$ cat src/shared/cfs_cfg.svh
// Constants of the configuration front end: timing, addresses, fields, map.
// Assumes a 125 MHz system clock and 32-bit Avalon-MM register access.
`ifndef CFS_CFG_SVH
`define CFS_CFG_SVH
// System clock and generated configuration clock rates in Hz
`define CFS_CLK_HZ 125000000
`define CFS_SLOW_HZ 1000000
`define CFS_FAST_HZ 8000000
// Half periods of the generated clock in system cycles, rounded down
`define CFS_SLOW_HALF 7'((`CFS_CLK_HZ / `CFS_SLOW_HZ) / 2)
`define CFS_FAST_HALF 7'((`CFS_CLK_HZ / `CFS_FAST_HZ) / 2)
// PROM start addresses for the two parallel master variants
`define CFS_ADDR_UP_START 18'h00000
`define CFS_ADDR_DN_START 18'h3ffff
// Length count field width and the bit count that marks it loaded
`define CFS_LEN_W 24
`define CFS_LEN_LOADED 5'h18
// Register byte offsets
`define CFS_REG_CTRL 4'h0
`define CFS_REG_STATUS 4'h4
`define CFS_REG_COUNT 4'h8
`define CFS_REG_LENGTH 4'hc
// Control register reset value and field positions
`define CFS_CTRL_RST 10'h1a0
`define CFS_C_FAST 0
`define CFS_C_UCLK 1
`define CFS_C_DSYNC 2
`define CFS_C_DTAP 3
`define CFS_C_ITAP 5
`define CFS_C_GTAP 7
`define CFS_C_MIDOUT 9
// Positions in the vector of synchronised pins
`define CFS_S_MODE 0
`define CFS_S_CONFIG_CLOCK 3
`define CFS_S_DIN 4
`define CFS_S_DATA 5
`define CFS_S_WR 13
`define CFS_S_INIT 14
`define CFS_S_DONE 15
`define CFS_S_UCLK 16
`define CFS_S_W 17
`endif

$ cat src/shared/cfs_pkg.sv
// Types of the configuration front end: mode codes and sequence phases.
// Assumes the constants of cfs_cfg.svh; holds no logic.
package cfs_pkg;
  // Mode code from the three mode pins, high pin first
  typedef enum logic [2:0] {
    CFS_M_MSER = 3'h0,
    CFS_M_RSVD = 3'h1,
    CFS_M_EXPR = 3'h2,
    CFS_M_PSYN = 3'h3,
    CFS_M_PUP = 3'h4,
    CFS_M_PASY = 3'h5,
    CFS_M_PDN = 3'h6,
    CFS_M_SSER = 3'h7
  } cfs_mode_t;
  // Phases of the load and start-up sequence
  typedef enum logic [1:0] {CFS_IDLE, CFS_LOAD, CFS_START, CFS_USER} cfs_phase_t;
endpackage : cfs_pkg

$ cat src/hdl/cfs_loader.sv
// Configuration loader: mode decode, clocking, length count, start-up.
// Assumes pins arrive asynchronously and software uses Avalon-MM.
//
// Notes on behaviour
// - Decode three mode pins; some modes drive clock
// - Parallel master: clock, PROM address up/down, serialize
// - Serial master: drive clock, take serial bits
// - Clock starts slow, may go fast first frame
// - Peripheral modes take host bytes, ready/busy handshake
// - Async peripheral: clock burst per byte
// - Start-up when full and count equals length
// - Next edge sets stage a; taps time events
// - Done-synced options gate stage d on pin
// - Later stages clocked by config or user clock
// - Config clock start-up: early done, late reset
// - User clock: stage b bridges the clocks
// - Held-low done pin stalls start-up
// - Non-express modes load length, count clocks
// - Done only when full and count exact
// - Counter starts at very first clock
// - Master mismatch keeps clocking through wrap
// - Express: no length, done when data complete
// - Mode pins sampled first, then user pins
//
// Implementation choices: register access over Avalon-MM and the register addresses.
`timescale 1ns/1ps
`include "cfs_cfg.svh"
module cfs_loader #(
  parameter int MEM_BITS = 1024
) (
  // System clock and synchronous active-low reset
  input wire logic I_CLOCK,
  input wire logic I_RST_B,
  // Mode pins
  input wire logic I_MODE_SELECT_HI,
  input wire logic I_MODE_SELECT_MID,
  input wire logic I_MODE_SELECT_LO,
  // Configuration clock pin
  input wire logic I_CONFIG_CLOCK,
  output logic O_CONFIG_CLOCK,
  output logic O_CONFIG_CLOCK_OE_B,
  // Data in: serial bit, byte bus, host write strobe, init level
  input wire logic I_DIN,
  input wire logic [7:0] I_DATA,
  input wire logic I_HOST_WR,
  input wire logic I_INIT,
  // PROM address and ready/busy handshake
  output logic [17:0] O_ADDR,
  output logic O_READY_BUSY,
  // Open-drain completion pin
  input wire logic I_DONE,
  output logic O_DONE,
  output logic O_DONE_OE_B,
  // Start-up clock and start-up results
  input wire logic I_USER_STARTUP_CLOCK,
  output logic O_IO_ACTIVE,
  output logic O_GSR,
  // Middle mode pin as user output after start-up
  output logic O_USER_MID,
  output logic O_USER_MID_OE_B,
  // Avalon-MM slave
  input wire logic [3:0] I_AVS_ADDRESS,
  input wire logic I_AVS_READ,
  input wire logic I_AVS_WRITE,
  input wire logic [31:0] I_AVS_WRITEDATA,
  output logic [31:0] O_AVS_READDATA,
  output logic O_AVS_WAITREQUEST
);
  localparam int MW = $clog2(MEM_BITS + 1);
  localparam logic [MW-1:0] MEM_FULL = MW'(MEM_BITS);

  // Refuse a memory size below one bit
  if (MEM_BITS < 1) begin : g_chk
    $error("MEM_BITS must be at least one");
  end

  // Whole state of the block
  typedef struct packed {
    logic [`CFS_S_W-1:0] sync1; // First synchroniser stage
    logic [`CFS_S_W-1:0] sync2; // Second synchroniser stage
    logic config_clock_q; // Previous synced clock level
    logic wr_q; // Previous synced write strobe
    logic init_q; // Previous synced init level
    logic uclk_q; // Previous synced user clock
    cfs_pkg::cfs_mode_t mode; // Latched mode
    cfs_pkg::cfs_phase_t phase; // Sequence phase
    logic [6:0] div; // Clock divider
    logic config_clock_o; // Generated clock level
    logic config_clock_oe_b; // Clock pin drive enable, low drives
    logic [6:0] hi_run; // Checker aid: cycles the generated clock has stood high
    logic [`CFS_LEN_W-1:0] cnt; // Clock counter
    logic [`CFS_LEN_W-1:0] len; // Loaded length count
    logic [4:0] lbits; // Length bits taken
    logic [MW-1:0] nbits; // Memory bits taken
    logic [7:0] shreg; // Byte being serialised
    logic [2:0] bidx; // Bit position in byte
    logic full; // Byte pending
    logic [17:0] addr; // PROM address
    logic rdy; // Ready for a host byte
    logic [4:0] stage; // Start-up shift register
    logic done_oe_b; // Done pin pull-down, low pulls
    logic io_act; // User I/O active
    logic gsr; // Global set/reset held
    logic mid_o; // User level on middle mode pin
    logic mid_oe_b; // Middle pin drive enable
    logic [9:0] ctl; // Control register
    logic waitreq; // Avalon wait request
    logic [31:0] rdata; // Avalon read data
  } cfs_state_t;

  cfs_state_t s; // Registered state
  cfs_state_t n; // Next state

  // Synchronised pin views, read from the second stage only
  logic [2:0] mode_s;
  logic config_clock_s, din_s, wr_s, init_s, done_s, uclk_s;
  logic [7:0] data_s;
  assign mode_s = s.sync2[`CFS_S_MODE +: 3];
  assign config_clock_s = s.sync2[`CFS_S_CONFIG_CLOCK];
  assign din_s = s.sync2[`CFS_S_DIN];
  assign data_s = s.sync2[`CFS_S_DATA +: 8];
  assign wr_s = s.sync2[`CFS_S_WR];
  assign init_s = s.sync2[`CFS_S_INIT];
  assign done_s = s.sync2[`CFS_S_DONE];
  assign uclk_s = s.sync2[`CFS_S_UCLK];

  // Mode classes
  logic drives, serial, periph, expr, mem_full, go;
  always_comb begin
    drives = s.mode inside {cfs_pkg::CFS_M_MSER, cfs_pkg::CFS_M_PUP,
                            cfs_pkg::CFS_M_PDN, cfs_pkg::CFS_M_PASY};
    serial = s.mode inside {cfs_pkg::CFS_M_MSER, cfs_pkg::CFS_M_SSER};
    periph = s.mode inside {cfs_pkg::CFS_M_PSYN, cfs_pkg::CFS_M_PASY,
                            cfs_pkg::CFS_M_EXPR};
    expr = s.mode == cfs_pkg::CFS_M_EXPR;
    mem_full = s.nbits == MEM_FULL;
    go = mem_full && (expr || s.cnt == s.len);
  end

  // Next-state logic
  always_comb begin
    logic run, rise, fall, adv, bit_v, bit_d, wr_rise;
    logic [6:0] half;
    n = s;
    run = 1'b0;
    rise = 1'b0;
    fall = 1'b0;
    adv = 1'b0;
    bit_v = 1'b0;
    bit_d = 1'b0;
    half = `CFS_SLOW_HALF;
    // Pins enter the two-stage synchroniser
    n.sync1 = {I_USER_STARTUP_CLOCK, I_DONE, I_INIT, I_HOST_WR, I_DATA, I_DIN,
               I_CONFIG_CLOCK, I_MODE_SELECT_HI, I_MODE_SELECT_MID, I_MODE_SELECT_LO};
    n.sync2 = s.sync1;
    n.config_clock_q = config_clock_s;
    n.wr_q = wr_s;
    n.init_q = init_s;
    n.uclk_q = uclk_s;
    wr_rise = wr_s && !s.wr_q;
    // Fast rate only once the length count has been loaded
    if (s.ctl[`CFS_C_FAST] && s.lbits == `CFS_LEN_LOADED) begin
      half = `CFS_FAST_HALF;
    end
    // Clock runs through load and start-up; async mode in bursts, and through a config-clock start-up
    if (s.mode == cfs_pkg::CFS_M_PASY) begin
      run = s.full || s.config_clock_o ||
            (s.phase == cfs_pkg::CFS_START && !s.ctl[`CFS_C_UCLK]);
    end else begin
      run = s.phase == cfs_pkg::CFS_LOAD || s.phase == cfs_pkg::CFS_START;
    end
    if (drives) begin
      // Own divider makes the configuration clock
      if (run && s.div == 7'h00) begin
        n.config_clock_o = !s.config_clock_o;
        n.div = half - 7'h01;
        rise = !s.config_clock_o;
        fall = s.config_clock_o;
      end else if (s.div != 7'h00) begin
        n.div = s.div - 7'h01;
      end
    end else begin
      // Configuration clock comes in on the pin
      rise = config_clock_s && !s.config_clock_q;
    end
    n.config_clock_oe_b = !(drives && s.phase != cfs_pkg::CFS_IDLE &&
                    s.phase != cfs_pkg::CFS_USER);
    // Checker aid: length of the high phase in progress, saturating
    if (!s.config_clock_o) begin
      n.hi_run = 7'h00;
    end else if (s.hi_run != 7'h7f) begin
      n.hi_run = s.hi_run + 7'h01;
    end
    // Start-up stages after a advance on the chosen clock
    adv = s.ctl[`CFS_C_UCLK] ? (uclk_s && !s.uclk_q) : rise;
    case (s.phase)
      cfs_pkg::CFS_IDLE: begin
        // Init going high starts a load with the mode pins sampled
        if (init_s && !s.init_q) begin
          n.mode = cfs_pkg::cfs_mode_t'(mode_s);
          n.phase = cfs_pkg::CFS_LOAD;
          n.cnt = '0;
          n.len = '0;
          n.lbits = '0;
          n.nbits = '0;
          n.full = 1'b0;
          n.bidx = 3'h0;
          n.rdy = 1'b1;
          n.div = 7'h00;
          n.addr = (cfs_pkg::cfs_mode_t'(mode_s) == cfs_pkg::CFS_M_PDN) ?
                   `CFS_ADDR_DN_START : `CFS_ADDR_UP_START;
        end
      end
      cfs_pkg::CFS_LOAD: begin
        // Master parallel fetches the next byte on the falling edge
        if (fall && !s.full &&
            (s.mode == cfs_pkg::CFS_M_PUP || s.mode == cfs_pkg::CFS_M_PDN)) begin
          n.shreg = data_s;
          n.full = 1'b1;
          n.bidx = 3'h0;
          n.addr = (s.mode == cfs_pkg::CFS_M_PUP) ? s.addr + 18'h00001
                                                   : s.addr - 18'h00001;
        end
        // Host byte taken only while ready
        if (periph && s.rdy && wr_rise && !s.full) begin
          n.shreg = data_s;
          n.full = 1'b1;
          n.rdy = 1'b0;
          n.bidx = 3'h0;
        end
        if (rise && go) begin
          n.stage = 5'h01;
          n.phase = cfs_pkg::CFS_START;
        end else if (rise) begin
          n.cnt = s.cnt + 24'h000001;
          if (serial) begin
            bit_v = 1'b1;
            bit_d = din_s;
          end else if (s.full) begin
            bit_v = 1'b1;
            bit_d = s.shreg[7];
            n.shreg = {s.shreg[6:0], 1'b0};
            n.bidx = s.bidx + 3'h1;
            if (s.bidx == 3'h7) begin
              n.full = 1'b0;
              n.rdy = periph;
            end
          end
          if (bit_v) begin
            if (!expr && s.lbits != `CFS_LEN_LOADED) begin
              n.len = {s.len[`CFS_LEN_W-2:0], bit_d};
              n.lbits = s.lbits + 5'h01;
            end else if (!mem_full) begin
              n.nbits = s.nbits + MW'(1);
            end
          end
        end
      end
      cfs_pkg::CFS_START: begin
        n.rdy = 1'b0;
        if (adv) begin
          // Stage b is the crossing from config to user clock
          n.stage[1] = s.stage[0];
          n.stage[2] = s.stage[1];
          // Done-synced options hold stage d until the pin reads high
          if (!s.ctl[`CFS_C_DSYNC] || done_s) begin
            n.stage[3] = s.stage[2];
            n.stage[4] = s.stage[3];
          end
        end
        if (s.stage[4]) begin
          n.phase = cfs_pkg::CFS_USER;
        end
      end
      cfs_pkg::CFS_USER: begin
        // Middle mode pin now serves the design
        n.mid_o = s.ctl[`CFS_C_MIDOUT];
        n.mid_oe_b = 1'b0;
      end
      default: begin
        n.phase = cfs_pkg::CFS_IDLE;
      end
    endcase
    // Taps select which stage triggers each event
    n.done_oe_b = s.stage[3'({1'b0, s.ctl[`CFS_C_DTAP +: 2]}) + 3'h1];
    n.io_act = s.stage[3'({1'b0, s.ctl[`CFS_C_ITAP +: 2]}) + 3'h1];
    n.gsr = !s.stage[3'({1'b0, s.ctl[`CFS_C_GTAP +: 2]}) + 3'h1];
    // Avalon slave: one wait cycle, then answer
    n.waitreq = !((I_AVS_READ || I_AVS_WRITE) && s.waitreq);
    if ((I_AVS_READ || I_AVS_WRITE) && s.waitreq) begin
      case (I_AVS_ADDRESS)
        `CFS_REG_CTRL: n.rdata = {22'h000000, s.ctl};
        `CFS_REG_STATUS: n.rdata = {18'h00000, s.sync2[`CFS_S_MODE],
                                   s.sync2[`CFS_S_MODE + 2], s.io_act, mem_full,
                                   s.rdy, done_s, s.stage, 3'(s.mode)};
        `CFS_REG_COUNT: n.rdata = {8'h00, s.cnt};
        `CFS_REG_LENGTH: n.rdata = {8'h00, s.len};
        default: n.rdata = 32'h00000000;
      endcase
    end
    if (I_AVS_WRITE && !s.waitreq && I_AVS_ADDRESS == `CFS_REG_CTRL) begin
      n.ctl = I_AVS_WRITEDATA[9:0];
    end
    // Synchronous reset to a quiet, unconfigured device
    if (!I_RST_B) begin
      n = '0;
      n.phase = cfs_pkg::CFS_IDLE;
      n.config_clock_oe_b = 1'b1;
      n.gsr = 1'b1;
      n.mid_oe_b = 1'b1;
      n.ctl = `CFS_CTRL_RST;
      n.waitreq = 1'b1;
    end
  end

  // State register
  always_ff @(posedge I_CLOCK) begin
    s <= n;
  end

  // Outputs straight from the state register, except the done level tied low
  assign O_CONFIG_CLOCK = s.config_clock_o;
  assign O_CONFIG_CLOCK_OE_B = s.config_clock_oe_b;
  assign O_ADDR = s.addr;
  assign O_READY_BUSY = s.rdy;
  assign O_DONE = 1'b0;
  assign O_DONE_OE_B = s.done_oe_b;
  assign O_IO_ACTIVE = s.io_act;
  assign O_GSR = s.gsr;
  assign O_USER_MID = s.mid_o;
  assign O_USER_MID_OE_B = s.mid_oe_b;
  assign O_AVS_READDATA = s.rdata;
  assign O_AVS_WAITREQUEST = s.waitreq;
endmodule : cfs_loader

$ cat config.mk
export PLATFORM = sky130hd
export DESIGN_NAME = cfs_loader
export DESIGN_NICKNAME = d
export VERILOG_FILES = /design/src/shared/cfs_pkg.sv /design/src/hdl/cfs_loader.sv
export VERILOG_INCLUDE_DIRS = /design/src /design/src/shared
export SDC_FILE = /design/constraint.sdc
export NUM_CORES = 1
export LEC_CHECK = 0
export ABC_AREA = 1
export BUFFER_PORTS_ARGS = -buffer_cell sky130_fd_sc_hd__buf_2
export CAP_MARGIN = 5
export CORE_UTILIZATION = 30
export CTS_CLUSTER_SIZE = 10
export DETAILED_ROUTE_END_ITERATION = 10
export PLACE_DENSITY = 0.56
export SYNTH_ARGS = -nofsm -noshare
export SYNTH_HDL_FRONTEND = slang
export SYNTH_SLANG_ARGS = --single-unit
$ cat constraint.sdc
create_clock -name I_CLOCK -period 7.1 [get_ports I_CLOCK]
set_input_delay 0.71 -clock I_CLOCK [delete_from_list [all_inputs] [get_ports I_CLOCK]]
set_output_delay 0.71 -clock I_CLOCK [all_outputs]
set_load 0.03 [all_outputs]
==> parameters.txt <==
Parameter                              Value

Run status
  Outcome    finished, final reports clean

Power and ir drop
  Power density cells    392.7 nW/um^2
  Maximum VDD drop    0.1881 mV
  Leakage    5.001 nW

Placement
  Placed wire-length estimate    19030 um
  Total of buffers placed on input and output ports    85
  Final weighted congestion in routability-driven placement    0.8635
  DP Worst Slack    3.520 ns

Synth
  Number of enable flip-flop cells after synthesis    0
  Total of warnings raised by yosys    0
  Synthesized cell area    10500 um^2
  Area share of the largest cell type after synthesis    36.59%
  Top post-synthesis cells by area    sky130_fd_sc_hd__dfxtp_1 37%, sky130_fd_sc_hd__nand2_1 12%, sky130_fd_sc_hd__inv_1 7.3%
  Fraction of the yosys area taken by sequential cells    36.59%
  Synth area leader    sky130_fd_sc_hd__dfxtp_1
  Post-synth top flop    sky130_fd_sc_hd__dfxtp_1
  Syn avg cell area    6.825 um^2
  Post-synth cell types    53
  Number of flip-flops and latches in the synthesized netlist    192
  Async SR Flop Fraction    0%
  Post-Syn Instances    1539

Run
  Max Cap Violations    0

CTS
  Total clock buffers created by CTS    17
  Count of H-tree levels built during CTS    4
  Resize count post-CTS    0
  Clock-pin slew reported for the worst setup and hold paths after clock tree synthesis    0.08 ns
  Cell chosen for the clock root    sky130_fd_sc_hd__clkbuf_16
  Clock tree from TritonCTS    yes
  Setup fix buffers added after clock tree synthesis    0
  Worst-Skew Late Latency    0.45 ns
  CTS sink count    192
  # hold bufs at CTS    0
  Buffer depth of the longest clock path    2

Final layout
  Commonest cells after routing, fill and taps aside    347 x sky130_fd_sc_hd__nand2_1, 204 x sky130_fd_sc_hd__inv_1, 192 x sky130_fd_sc_hd__dfxtp_1
  Final cell utilization of the core    33.47%
  Most frequent standard cell in the layout excluding fill and tap cells    sky130_fd_sc_hd__nand2_1
  Final layout net count    1642
  Number of diodes added for antenna fixing    0
  Proportion of layout cells with a drive suffix above 1    10.79%
  Area added between synthesis and finish    9.815%

Floorplanning
  Std cell rows    68
  Area enclosed by the die boundary    35760 um^2
  I/O pin count    117
  Core Box Area    34460 um^2
  Vertical die dimension    189.1 um
  Chip Width    189.1 um
  Starting density of the core    30.48%

Setup path
  Reg2reg start    s[165]$_SDFFE_PN0P_
  Buffers and inverters on the worst path    4
  Cells traversed along the worst timing path    inv_1 -> ha_1 -> buf_4 -> inv_1 -> a21oi_1 -> nand2_1 -> nand2_1 -> inv_1 -> o21ai_0 -> a21oi_1
  Largest fanout on the critical path    35
  Kind of end point of the critical path    flip-flop
  End of the worst register-to-register path    s[84]$_SDFFE_PN0P_
  Worst endpoint required time    7.48 ns
  Type of the setup path with the least slack    reg -> reg
  Data arrival time of the critical path    4.01 ns
  FF-to-FF setup slack    3.47 ns
  Critical path launch point type    flip-flop
  Critical Path Slowest Stage Cell    sky130_fd_sc_hd__inv_1
  Reg2Reg Depth    10
  Most frequent cell on the critical path    sky130_fd_sc_hd__inv_1
  Delay of the slowest critical-path stage    0.93 ns
  Kind of cell adding the most delay to the critical path    buffers and inverters

Hold path
  WHS Endpoint    config_clock_s$_SDFF_PN0_
  Hold depth    2
  Start point of the worst min-delay path    s[193]$_SDFF_PN0_
  Type of the tightest min-delay check    reg -> reg

Global routing
  Wire length of the first global-routing pass    43660 um
  GRT Overall Usage    15.04%
  Vias in the first global route    8823
  Overflow after GRT    0
  Pin count of the biggest net entering global routing    58
  Antenna violations before repair    0

STA
  Final Max Tran Viols    0
  Relative slew margins    24.86%
  Achievable frequency    275.4 MHz
  Final Critical Period    3.631 ns
  Number of setup violations in the final report    0
  Fraction of the cycle the final worst path needs    51.14%
  Setup repair after global routing missed its margin    false
  Clock tree skew after final layout    0.01282 ns
  Final setup margin    3.469 ns
  Number of failing hold endpoints at the final stage    0
  Setup TNS    0 ns
  Pin slew with the least headroom to its limit    1.126 ns

Routing
  Post-DR vias/cell    4.732
  Mean routed wirelength per cell    13.16 um
  Total vias in the final route    9563
  DRC Markers    0
  Antenna-violating nets left    0
  Wire length reported by the detailed router    26590 um
  DRC marker count from the first detailed-route iteration    652
  Number of iterations in the first detailed-routing pass    5
## metal layers
layer  share of wire, %  vias up  global-route usage, %
met5                  0        -                      0
met4                1.5        0                  4.963
met3                4.1       28                  2.614
met2                 46      191                  24.66
met1                 48     4378                  19.88
li1                   -     4966                      -
## power breakdown
part           internal (mW)  leakage [nW]  switching, mW
registers               1.27          1.57          0.148
clock network          0.539         0.305          0.488
logic                  0.642          3.13           1.45
total                   2.45          5.00           2.08
## synthesized netlist by cell type, types with 15 or more instances
master / n
sky130_fd_sc_hd__nor3_1: 28
sky130_fd_sc_hd__clkbuf_1: 31
sky130_fd_sc_hd__buf_4: 54
sky130_fd_sc_hd__inv_1: 205
sky130_fd_sc_hd__o21ai_1: 25
sky130_fd_sc_hd__xor2_1: 15
sky130_fd_sc_hd__a21oi_1: 147
sky130_fd_sc_hd__nor2_1: 136
sky130_fd_sc_hd__o21ai_0: 93
sky130_fd_sc_hd__nand4_1: 32
sky130_fd_sc_hd__nand2_1: 347
sky130_fd_sc_hd__dfxtp_1: 192
sky130_fd_sc_hd__nand3_1: 70
sky130_fd_sc_hd__ha_1: 31
sky130_fd_sc_hd__o22ai_1: 20
## kinds of logic (layout without fill, tap and decap cells)
family                     after synthesis  after routing  synth area share (%)
buffers and inverters                  323            342                 14.21
adders and majority gates               32             32                 3.883
AOI/OAI and AO/OA                      329            329                 17.36
xor gates and xnor gates                18             18                 1.501
DFF                                    192            192                 36.59
and+or+nand+nor                        644            644                 26.42
other                                    1              9               0.03570
## area by class of cell
| class | count | area, um^2 |
|---|---|---|
| multi-input cells | 1032 | 5201 |
| inverters | 219 | 827.0 |
| repair buffers | 91 | 470.5 |
| clock buffers | 17 | 425.4 |
| fillers | 3795 | 22920 |
| clock inverters | 15 | 197.7 |
| well taps | 455 | 569.3 |
| flip-flops and latches | 192 | 3844 |
## tightest hold or removal path, delay by kind of cell (launching register included)
family        cells  cell delay, ns
buf+inv           1            0.04
flops             1            0.31
simple gates      1            0.04
## how the worst max path moves through the flow
stage                     slack (ns)                endpoint                 from  depth (start not counted)
after floorplan                 4.59  O_ADDR[9]$_SDFFE_PN0P_  s[168]$_SDFFE_PN0P_                         15
after global placement          3.53     s[101]$_SDFFE_PN0P_  s[165]$_SDFFE_PN0P_                         10
after detailed placement        3.52     s[101]$_SDFFE_PN0P_  s[165]$_SDFFE_PN0P_                         10
after CTS                       3.46     s[101]$_SDFFE_PN0P_  s[165]$_SDFFE_PN0P_                         10
after global routing            3.07     s[112]$_SDFFE_PN0P_  s[165]$_SDFFE_PN0P_                         10
final                           3.47      s[84]$_SDFFE_PN0P_  s[165]$_SDFFE_PN0P_                         10
## state kept, by name (all words and copies together) (netlist names)
name	flops
O_AVS_WAITREQUEST	1
O_CONFIG_CLOCK_OE_B	1
s	126
O_USER_MID_OE_B	1
init_s	1
O_ADDR	18
O_AVS_READDATA	24
din_s	1
O_READY_BUSY	1
O_DONE_OE_B	1
O_IO_ACTIVE	1
O_GSR	1
done_s	1
O_USER_MID	1
O_CONFIG_CLOCK	1
mode_s	3
data_s	8
config_clock_s	1
## per-stage QoR
step | hold WS (ns) | power [mW] | instances | area [um^2]
4_1_cts | 0.4102 | 4.569 | 2021 | 11530
6_report | 0.4143 | 4.530 | 2021 | 11530
5_1_grt | 0.4289 | 4.930 | 2021 | 11530
2_1_floorplan | 0.3905 | 3.173 | 1547 | 10530
3_3_place_gp | 0.3965 | 3.495 | 1989 | 10910
3_5_place_dp | 0.3998 | 3.523 | 1989 | 10910
No activity file was read; power rests on OpenSTA's default activity.
